### config.mk
export PLATFORM = sky130hd
export DESIGN_NAME = pscd_strap_decoder
export DESIGN_NICKNAME = d
export VERILOG_FILES = /design/src/pscd_strap_decoder.v
export VERILOG_INCLUDE_DIRS = /design/src /design/src/inc
export SDC_FILE = /design/constraint.sdc
export NUM_CORES = 1
export LEC_CHECK = 0
export BUFFER_PORTS_ARGS = -buffer_cell sky130_fd_sc_hd__buf_2
export CORE_MARGIN = 5
export CORE_UTILIZATION = 50
export DETAILED_ROUTE_END_ITERATION = 12
export GPL_ROUTABILITY_DRIVEN = 1
export GPL_TIMING_DRIVEN = 0
export PLACE_DENSITY = 0.73
export SLEW_MARGIN = 30
export SYNTH_ARGS = -nofsm -noshare
export SYNTH_HDL_FRONTEND = slang
export SYNTH_SLANG_ARGS = --single-unit
### constraint.sdc
create_clock -name clock_i -period 1.65 [get_ports clock_i]
set_input_delay 0.33 -clock clock_i [delete_from_list [all_inputs] [get_ports clock_i]]
set_output_delay 0.33 -clock clock_i [all_outputs]
set_load 0.02 [all_outputs]
### src/inc/pscd_defines.vh
/*
 Constants for the strap configuration decoder: four-level strap codes,
 mode encodings, boost and swing/de-emphasis tables and register defaults.
 Assumes the analog front end already quantises each strap pin into a
 two-bit level code before it reaches the logic.
*/
`ifndef PSCD_DEFINES_VH
`define PSCD_DEFINES_VH

// Four-level strap codes, ordered by pin voltage
`define PSCD_LVL_0 2'h0
`define PSCD_LVL_R 2'h1
`define PSCD_LVL_F 2'h2
`define PSCD_LVL_1 2'h3

// Operating modes
`define PSCD_MODE_PIN 2'h0
`define PSCD_MODE_SLAVE 2'h1
`define PSCD_MODE_MASTER 2'h2

// Boost codes, index = {hi, lo}
`define PSCD_EQ_0 8'h00
`define PSCD_EQ_1 8'h01
`define PSCD_EQ_2 8'h02
`define PSCD_EQ_3 8'h03
`define PSCD_EQ_4 8'h07
`define PSCD_EQ_5 8'h15
`define PSCD_EQ_6 8'h0b
`define PSCD_EQ_7 8'h0f
`define PSCD_EQ_8 8'h55
`define PSCD_EQ_9 8'h1f
`define PSCD_EQ_10 8'h2f
`define PSCD_EQ_11 8'h3f
`define PSCD_EQ_12 8'haa
`define PSCD_EQ_13 8'h7f
`define PSCD_EQ_14 8'hbf
`define PSCD_EQ_15 8'hff

// Swing codes, value = tenths of a volt peak-to-peak
`define PSCD_SW_06 4'h6
`define PSCD_SW_08 4'h8
`define PSCD_SW_09 4'h9
`define PSCD_SW_10 4'ha
`define PSCD_SW_11 4'hb
`define PSCD_SW_12 4'hc

// De-emphasis codes
`define PSCD_DE_0DB 2'h0
`define PSCD_DE_3P5DB 2'h1
`define PSCD_DE_6DB 2'h2
`define PSCD_DE_9DB 2'h3

// Register defaults
`define PSCD_DEF_EQ 8'h00
`define PSCD_DEF_SW 4'ha
`define PSCD_DEF_DE 2'h0
`define PSCD_DEF_TERM 1'h0

`endif

### src/pscd_strap_decoder.v
/*
 Configuration source selection for a four-lane mux/buffer. Strap decode
 in pin mode, per-lane register bank in bus modes, address straps.
 Assumes strap pins arrive as two-bit level codes from comparators and the
 mode pin as a two-bit code; all pins are asynchronous and get synchronised.
 The bus protocol engine writes the bank through a simple write strobe.
*/
`include "pscd_defines.vh"

module pscd_strap_decoder #(
  parameter LANES = 4
) (
  input wire clock_i,
  input wire reset_n_i,
  input wire [1:0] mgmt_bus_mode_pin_i,
  input wire hold_pin_i,
  input wire [1:0] dside_boost_hi_strap_i,
  input wire [1:0] dside_boost_lo_strap_i,
  input wire [1:0] sside_boost_hi_strap_i,
  input wire [1:0] sside_boost_lo_strap_i,
  input wire [1:0] dside_deemph_hi_strap_i,
  input wire [1:0] dside_deemph_lo_strap_i,
  input wire [1:0] sside_deemph_hi_strap_i,
  input wire [1:0] sside_deemph_lo_strap_i,
  input wire reg_wr_i,
  input wire [1:0] reg_lane_i,
  input wire [7:0] reg_boost_i,
  input wire [3:0] reg_swing_i,
  input wire [1:0] reg_deemph_i,
  input wire reg_term_dis_i,
  output reg [1:0] mode_o,
  output reg [3:0] bus_addr_straps_o,
  output reg [8*LANES-1:0] ctle_boost_o,
  output reg [4*LANES-1:0] output_swing_o,
  output reg [2*LANES-1:0] deemph_o,
  output reg [LANES-1:0] term_dis_o
);

  ////////////////////////////////////////////////////////////////////////
  // Synchronisers: two flops per pin, stage one read by stage two only
  localparam SW = 20; // Mode, one spare bit, hold, eight straps of two bits
  wire [SW-1:0] raw_w;
  reg [SW-1:0] s1_q;
  reg [SW-1:0] s2_q;
  assign raw_w = {mgmt_bus_mode_pin_i, 1'b0, hold_pin_i,
                  dside_boost_hi_strap_i, dside_boost_lo_strap_i,
                  sside_boost_hi_strap_i, sside_boost_lo_strap_i,
                  dside_deemph_hi_strap_i, dside_deemph_lo_strap_i,
                  sside_deemph_hi_strap_i, sside_deemph_lo_strap_i};

  // Double-flop every asynchronous pin
  always @(posedge clock_i or negedge reset_n_i)
  begin
    if (!reset_n_i)
    begin
      s1_q <= {SW{1'b0}};
      s2_q <= {SW{1'b0}};
    end
    else
    begin
      s1_q <= raw_w;
      s2_q <= s1_q;
    end
  end

  wire [1:0] mode_pin_w = s2_q[19:18];
  wire hold_w = s2_q[16];
  wire [1:0] d_eq_hi_w = s2_q[15:14];
  wire [1:0] d_eq_lo_w = s2_q[13:12];
  wire [1:0] s_eq_hi_w = s2_q[11:10];
  wire [1:0] s_eq_lo_w = s2_q[9:8];
  wire [1:0] d_de_hi_w = s2_q[7:6];
  wire [1:0] d_de_lo_w = s2_q[5:4];
  wire [1:0] s_de_hi_w = s2_q[3:2];
  wire [1:0] s_de_lo_w = s2_q[1:0];

  ////////////////////////////////////////////////////////////////////////
  // Mode decode: low pin, high slave, float master
  reg [1:0] mode_w;
  always @*
  begin
    case (mode_pin_w)
      `PSCD_LVL_0: mode_w = `PSCD_MODE_PIN;
      `PSCD_LVL_1: mode_w = `PSCD_MODE_SLAVE;
      `PSCD_LVL_F: mode_w = `PSCD_MODE_MASTER;
      default: mode_w = `PSCD_MODE_PIN; // R level unused, treat as pin
    endcase
  end
  wire pin_mode_w = (mode_w == `PSCD_MODE_PIN);

  ////////////////////////////////////////////////////////////////////////
  // Boost lookup from the two four-level straps
  function [7:0] boost_lut;
    input [3:0] idx;
    begin
      case (idx)
        4'h0: boost_lut = `PSCD_EQ_0;
        4'h1: boost_lut = `PSCD_EQ_1;
        4'h2: boost_lut = `PSCD_EQ_2;
        4'h3: boost_lut = `PSCD_EQ_3;
        4'h4: boost_lut = `PSCD_EQ_4;
        4'h5: boost_lut = `PSCD_EQ_5;
        4'h6: boost_lut = `PSCD_EQ_6;
        4'h7: boost_lut = `PSCD_EQ_7;
        4'h8: boost_lut = `PSCD_EQ_8;
        4'h9: boost_lut = `PSCD_EQ_9;
        4'ha: boost_lut = `PSCD_EQ_10;
        4'hb: boost_lut = `PSCD_EQ_11;
        4'hc: boost_lut = `PSCD_EQ_12;
        4'hd: boost_lut = `PSCD_EQ_13;
        4'he: boost_lut = `PSCD_EQ_14;
        default: boost_lut = `PSCD_EQ_15;
      endcase
    end
  endfunction

  // Swing and de-emphasis pair lookup, {swing, deemph}
  function [5:0] demph_lut;
    input [3:0] idx;
    begin
      case (idx)
        4'h0: demph_lut = {`PSCD_SW_06, `PSCD_DE_0DB};
        4'h1: demph_lut = {`PSCD_SW_08, `PSCD_DE_0DB};
        4'h2: demph_lut = {`PSCD_SW_08, `PSCD_DE_3P5DB};
        4'h3: demph_lut = {`PSCD_SW_09, `PSCD_DE_0DB};
        4'h4: demph_lut = {`PSCD_SW_09, `PSCD_DE_3P5DB};
        4'h5: demph_lut = {`PSCD_SW_09, `PSCD_DE_6DB};
        4'h6: demph_lut = {`PSCD_SW_10, `PSCD_DE_0DB};
        4'h7: demph_lut = {`PSCD_SW_10, `PSCD_DE_3P5DB};
        4'h8: demph_lut = {`PSCD_SW_10, `PSCD_DE_6DB};
        4'h9: demph_lut = {`PSCD_SW_11, `PSCD_DE_0DB};
        4'ha: demph_lut = {`PSCD_SW_11, `PSCD_DE_3P5DB};
        4'hb: demph_lut = {`PSCD_SW_11, `PSCD_DE_6DB};
        4'hc: demph_lut = {`PSCD_SW_12, `PSCD_DE_0DB};
        4'hd: demph_lut = {`PSCD_SW_12, `PSCD_DE_3P5DB};
        4'he: demph_lut = {`PSCD_SW_12, `PSCD_DE_6DB};
        default: demph_lut = {`PSCD_SW_12, `PSCD_DE_9DB};
      endcase
    end
  endfunction

  // Per-side decode, D and S independent
  wire [7:0] d_boost_w = boost_lut({d_eq_hi_w, d_eq_lo_w});
  wire [7:0] s_boost_w = boost_lut({s_eq_hi_w, s_eq_lo_w});
  wire [5:0] d_dem_w = demph_lut({d_de_hi_w, d_de_lo_w});
  wire [5:0] s_dem_w = demph_lut({s_de_hi_w, s_de_lo_w});

  ////////////////////////////////////////////////////////////////////////
  // Per-lane register bank; full 8-bit boost range reachable
  reg [7:0] boost_q [0:LANES-1];
  reg [3:0] swing_q [0:LANES-1];
  reg [1:0] deemph_q [0:LANES-1];
  reg [LANES-1:0] term_q;
  integer i;

  // Bank update: mode low clears, hold pin in slave mode freezes
  always @(posedge clock_i or negedge reset_n_i)
  begin
    if (!reset_n_i)
    begin
      for (i = 0; i < LANES; i = i + 1)
      begin
        boost_q[i] <= `PSCD_DEF_EQ; // Power-up defaults
        swing_q[i] <= `PSCD_DEF_SW;
        deemph_q[i] <= `PSCD_DEF_DE;
      end
      term_q <= {LANES{`PSCD_DEF_TERM}};
    end
    else if (pin_mode_w)
    begin
      for (i = 0; i < LANES; i = i + 1)
      begin
        boost_q[i] <= `PSCD_DEF_EQ; // Mode pin low resets
        swing_q[i] <= `PSCD_DEF_SW;
        deemph_q[i] <= `PSCD_DEF_DE;
      end
      term_q <= {LANES{`PSCD_DEF_TERM}};
    end
    else if (reg_wr_i && !(hold_w && mode_w == `PSCD_MODE_SLAVE))
    begin
      // Each lane written on its own
      boost_q[reg_lane_i] <= reg_boost_i;
      swing_q[reg_lane_i] <= reg_swing_i;
      deemph_q[reg_lane_i] <= reg_deemph_i;
      term_q[reg_lane_i] <= reg_term_dis_i;
    end
  end

  ////////////////////////////////////////////////////////////////////////
  // Output select; lanes below half are D side, rest S side
  // Selection follows the decoded mode with no extra event
  integer k;
  reg [8*LANES-1:0] boost_d;
  reg [4*LANES-1:0] swing_d;
  reg [2*LANES-1:0] deemph_d;
  reg [LANES-1:0] term_d;
  always @*
  begin
    for (k = 0; k < LANES; k = k + 1)
    begin
      if (pin_mode_w) // Straps track live levels
      begin
        boost_d[8*k +: 8] = (k < LANES/2) ? d_boost_w : s_boost_w;
        swing_d[4*k +: 4] = (k < LANES/2) ? d_dem_w[5:2] : s_dem_w[5:2];
        deemph_d[2*k +: 2] = (k < LANES/2) ? d_dem_w[1:0] : s_dem_w[1:0];
        term_d[k] = `PSCD_DEF_TERM;
      end
      else
      begin
        boost_d[8*k +: 8] = boost_q[k]; // Registers rule at once
        swing_d[4*k +: 4] = swing_q[k];
        deemph_d[2*k +: 2] = deemph_q[k];
        term_d[k] = term_q[k];
      end
    end
  end

  // Registered outputs; address straps only meaningful in bus modes
  always @(posedge clock_i or negedge reset_n_i)
  begin
    if (!reset_n_i)
    begin
      mode_o <= `PSCD_MODE_PIN;
      bus_addr_straps_o <= 4'h0;
      ctle_boost_o <= {LANES{`PSCD_DEF_EQ}};
      output_swing_o <= {LANES{`PSCD_DEF_SW}};
      deemph_o <= {LANES{`PSCD_DEF_DE}};
      term_dis_o <= {LANES{`PSCD_DEF_TERM}};
    end
    else
    begin
      mode_o <= mode_w;
      // Hi straps of each group reused as address bits
      bus_addr_straps_o <= pin_mode_w ? 4'h0 :
        {s_de_hi_w[1], d_de_hi_w[1], s_eq_hi_w[1], d_eq_hi_w[1]};
      ctle_boost_o <= boost_d;
      output_swing_o <= swing_d;
      deemph_o <= deemph_d;
      term_dis_o <= term_d;
    end
  end

endmodule // pscd_strap_decoder
Yosys cells after proc, flatten, opt, wreduce, memory -nomap -nowiden
Memory sizes are Yosys's and may differ from the RTL's.
Index checks and enable logic that the tools add are counted.

word-level totals
  memories kept = 4
  logic and storage cells = 78
  output and inout bits = 66
  bits in read-only memories = 448
  register bits after elaboration = 164
  input bits = 39

cells by class
  bitwise logic cells = 1
  multiplexer cells = 38
  magnitude comparators = 4
  equal/unequal tests = 3
  reduce and logical (&&, ||, !) cells = 7

memories
  name              depth  bits a word  rd ports  clocked after memory_dff  wr ports  RTL line                  RTL
  (name not given)  16     8            1         0                         0         pscd_strap_decoder.v:96   case (idx)
  (name not given)  16     8            1         0                         0         pscd_strap_decoder.v:96
  (name not given)  16     6            1         0                         0         pscd_strap_decoder.v:121  case (idx)
  (name not given)  16     6            1         0                         0         pscd_strap_decoder.v:121

operator list
  kind                                                         number
  2-to-1 mux 32 bit                                            2
  2-to-1 mux 8 bit                                             7
  bitwise mux 32 bit                                           1
  2-to-1 mux 16 bit                                            2
  2-to-1 mux 4 bit                                             8
  bitwise mux 16 bit                                           1
  demux 8 bit (select 2 bit)                                   1
  2-to-1 mux 2 bit                                             5
  bitwise mux 8 bit                                            1
  demux 4 bit (select 2 bit)                                   1
  2-to-1 mux 1 bit                                             5
  bitwise mux 4 bit                                            1
  demux 2 bit (select 2 bit)                                   1
  equality test 2 bit (second input constant)                  2
  logical AND 1 bit                                            4
  one-hot mux 2 bit (2 select lines)                           1
  >= comparator 3 bit (second input constant)                  1
  less-than comparator 2 x 3 -> 1 bit (second input constant)  1
  less-than comparator 3 x 1 -> 1 bit (second input constant)  1
  NOT 2 -> 3 bit                                               1
  demux 1 bit (select 2 bit)                                   1
  equality test 2 x 1 -> 1 bit (second input constant)         1
  >= comparator 2 x 1 -> 1 bit (second input constant)         1
  logical NOT 2 bit                                            1
  other kinds (2)                                              2

Depth between registers and ports, before layout
  word-level depth = 8
  depth in mapped cells = 5
  depth with buffers taken out = 5

Least setup slack after synthesis
No wires, ideal clock.

  kind = reg2reg
  from = register s2_q[4]
  to = register deemph_o[2]
  buffers on the path = 0
  cell stages (with the launch flop) = 6
  required time = 1.584 ns
  arrival time = 1.394 ns
  period minus slack after synthesis = 1.460 ns
  library setup time = 0.066 ns
  path slack = 0.190 ns
  cells stage by stage = dfrtp_1 inv_1 ha_1 or2_2 a311oi_1 nand2b_1

on the way
  longest elaborated chain between the ends = 2

ends and longest elaborated chain
  item                      RTL line                  RTL
  start, declared           pscd_strap_decoder.v:44   reg [SW-1:0] s2_q;
  start signal, assigned    pscd_strap_decoder.v:57   s2_q <= {SW{1'b0}};
  start signal, assigned    pscd_strap_decoder.v:62   s2_q <= s1_q;
  memory read (16 x 6 bit)  -
  2-to-1 mux 2 bit          pscd_strap_decoder.v:201  if (pin_mode_w)
  via deemph_d[2]           pscd_strap_decoder.v:195  reg [2*LANES-1:0] deemph_d;
  end signal, assigned      pscd_strap_decoder.v:227  deemph_o <= {LANES{`PSCD_DEF_DE}};
  end signal, assigned      pscd_strap_decoder.v:238  deemph_o <= deemph_d;
  end, declared             pscd_strap_decoder.v:35   output reg [2*LANES-1:0] deemph_o,

The timed path passes the listed nets, and every way through them passes these cells.
A chain may end at the register's enable or synchronous reset.

Final worst setup path
  from = register s2_q[5]
  to = register deemph_o[2]

The elaborated chain is that of the path after synthesis.

==> impl_metrics.ini <==
[status]
outcome = finished, final reports clean

[cells_and_area]
final_cell_area_um2 = 7940
syn_to_final_growth_pct = 26.0
layout.area.seq_um2 = 4120
drive_gt1_frac = 0.294
nFillCells = 936
insertedDiodeCount = 0
final_nets = 707
instances_no_fill = 843
final_util = 0.637
final_common_cell = dfrtp_1
multiInputGateArea_um2 = 1920
layout_common_cells = dfrtp_1, buf_2, nand2_1, mux2i_1, inv_1

[power_and_ir_drop]
power_switching_w = 0.00214
powerDensity_nw_per_um2 = 1190
vdd_ir_drop_max_uv = 673
intPower_w = 0.00735
power_leakage_nw = 4.08
clockPowerShare = 0.455
seq_power_share = 0.452
p_comb_frac = 0.093
swShare = 0.226

[sta]
drv_slew = 0
holdWs_ns = 0.0158
hold_viol = 0
max_freq_mhz = 638
final-setup-viol-count = 0
rsz0062_at_grt = no
finalCritPeriodShare = 0.950
fin_crit_ns = 1.57
timing_worst_slew_pin_value_ns = 0.683
max_slew_margin = 0.545
fin_skew_ns = 0.00755

[synthesis]
synth-seq-area-share = 0.654
synth.area.top_cells = dfrtp_1, mux2i_1, dfstp_2, nand2_1, a21oi_1
synth_top_area_frac = 0.587
synth.avg_cell_area_um2 = 12.2
synthFlopType = dfrtp_1
synth_cells = 516
syn_area_um2 = 6300
async_flop_share = 1.00
yosys_warnings = 0
ys_seq_elements = 164
synth-edff-count = 0
synth_fp_nets = 565
ys_types = 43
synth_top_cell_by_area = dfrtp_1

[worst_setup_path]
reg2reg_depth = 5
r2r-start = s2_q[5]
cp-end-kind = flop
r2r_end = deemph_o[2]
worstSetupPathDepth = 5
ff2ff_setup_slack_ns = 0.08
crit_path_end = deemph_o[2]
crit_start = s2_q[5]
max_stage_delay_ns = 0.38
critical_path.cell_chain = inv_1, ha_1, or2_2, a311oi_2, nand2b_1
critPathArrivalTime_ns = 1.92
cp-start-kind = flop
cp_top_family = simple AND/OR/NAND/NOR gates
critPathKind = flop to flop
slowest_stage = dfrtp_1
critPathRequiredTime_ns = 2.00
worstPathMaxFanout = 3
cp_num_buf_inv = 1

[floorplan]
core_um2 = 12500
fp-row-count = 41
die-width_um = 122
ios = 105
die_h_um = 122
initial_core_util = 0.506
die_area_um2 = 15000

[clock_tree]
cts-buffers-inserted = 17
cts-root-buf = clkbuf_16
htreeDepth = 4
cts_tree = yes
cts.path.max_buffers = 2
cts_num_sinks = 164
clk_pin_slew_ns = 0.06
clk_latency_ns = 0.43

[grt]
grt_max_degree = 94
grt_pass1_wl_mm = 22.1
antenna_found_initial = 0
grt-ovfl-total = 0
grt_pass1_vias = 4336
track_usage = 0.198

[detailed_routing]
routedWlPerCell_um = 16.7
ant_nets = 0
vias = 4248
via_per_inst = 5.04
routed_wl_mm = 14.1
firstDrtPassIters = 4
post-route-drc-count = 0
dr.first_iter.drc_count = 269

[placed_design]
place_inst = 793
placed_area_um2 = 7080
portBuffers = 104
place_congestion = 0.808
post-dp-hpwl_mm = 9.47

[flow_run]
maxCapViolCount = 0

[min_path]
worstHoldPathType = input pin to flop
-- layout make-up --
cell class,count,area share
Sequential cell,164,0.519
Clock buffer,24,0.0606
Timing Repair Buffer,123,0.0923
Buffer,31,0.0233
Inverter,30,0.0142
Tap cell,172,0.0271
Clock inverter,8,0.0216
Multi-Input combinational cell,291,0.242
-- worst min path at each step --
stage	start	to	slack (ns)	cells past startpoint
final	dside_boost_lo_strap_i[0]	s1_q[12]	0.02	1
after global routing	sside_boost_hi_strap_i[0]	s1_q[10]	0.001	1
after CTS	sside_boost_lo_strap_i[1]	s1_q[9]	0.0003	1
after detailed placement	s1_q[6]	s2_q[6]	0.33	0
after global placement	s1_q[18]	s2_q[18]	0.33	0
after floorplan	reset_n_i	boost_q[0]	0.03	0
-- through the flow --
step	setup TNS (ns)	total power [W]	setup WS, ns
global route	0	0.00982	0.0158
CTS	0	0.00954	0.00102
detailed placement	-0.0435	0.00520	-0.0253
global placement	-298.88	0.00517	-1.91
finish	0	0.00949	0.0819
floorplan	0	0.00483	0.190
-- cells in the mapped netlist, drive strengths merged (3+ instances only) --
master	number
nor2b	10
nand3b	3
o21ai	14
nand2	83
dfstp	16
a211oi	7
nand2b	10
and2	4
ha	10
inv	29
or2	3
clkbuf	5
nor3	4
nor2	25
a21o	4
dfrtp	148
buf	26
a21oi	26
mux2i	60
nor3b	3
-- kinds of logic after synthesis --
kind of cell             share of synthesized area
adder cells (fa/ha/maj)                     0.0198
flip-flops                                   0.654
AO/OA/AOI/OAI                               0.0655
buffers and inverters                       0.0468
AND/OR/NAND/NOR                              0.117
multiplexers                                0.0970
-- power groups by stage --
stage	Clock, W	Sequential (W)	Combinational, W
6_report	0.00431	0.00429	0.000885
2_1_floorplan	0	0.00450	0.000332
5_1_grt	0.00455	0.00431	0.000968
4_1_cts	0.00437	0.00429	0.000880
3_5_place_dp	0	0.00436	0.000840
3_3_place_gp	0	0.00436	0.000810
-- state kept, by name, indices dropped and copies added (netlist names), 8 cells and up --
name,cells
boost_q,32
s2_q,19
ctle_boost_o,32
deemph_q,8
deemph_o,8
output_swing_o,16
s1_q,19
swing_q,16
-- what timing repair did --
item | in CTS | in global routing
gates resized for setup | 1 | 9
setup endpoints to repair | 3 | 54
cloned | 0 | 0
hold buffers | 14 | 2
setup buffers | 2 | 0
hold endpoints to repair | 101 | 2
-- per-layer routing --
metal,GRT usage,wire [µm]
met1,0.254,5940
met3,0.0590,721
met5,0,0
met2,0.326,7190
met4,0.0630,199
Power figures use the tool's default switching activity.
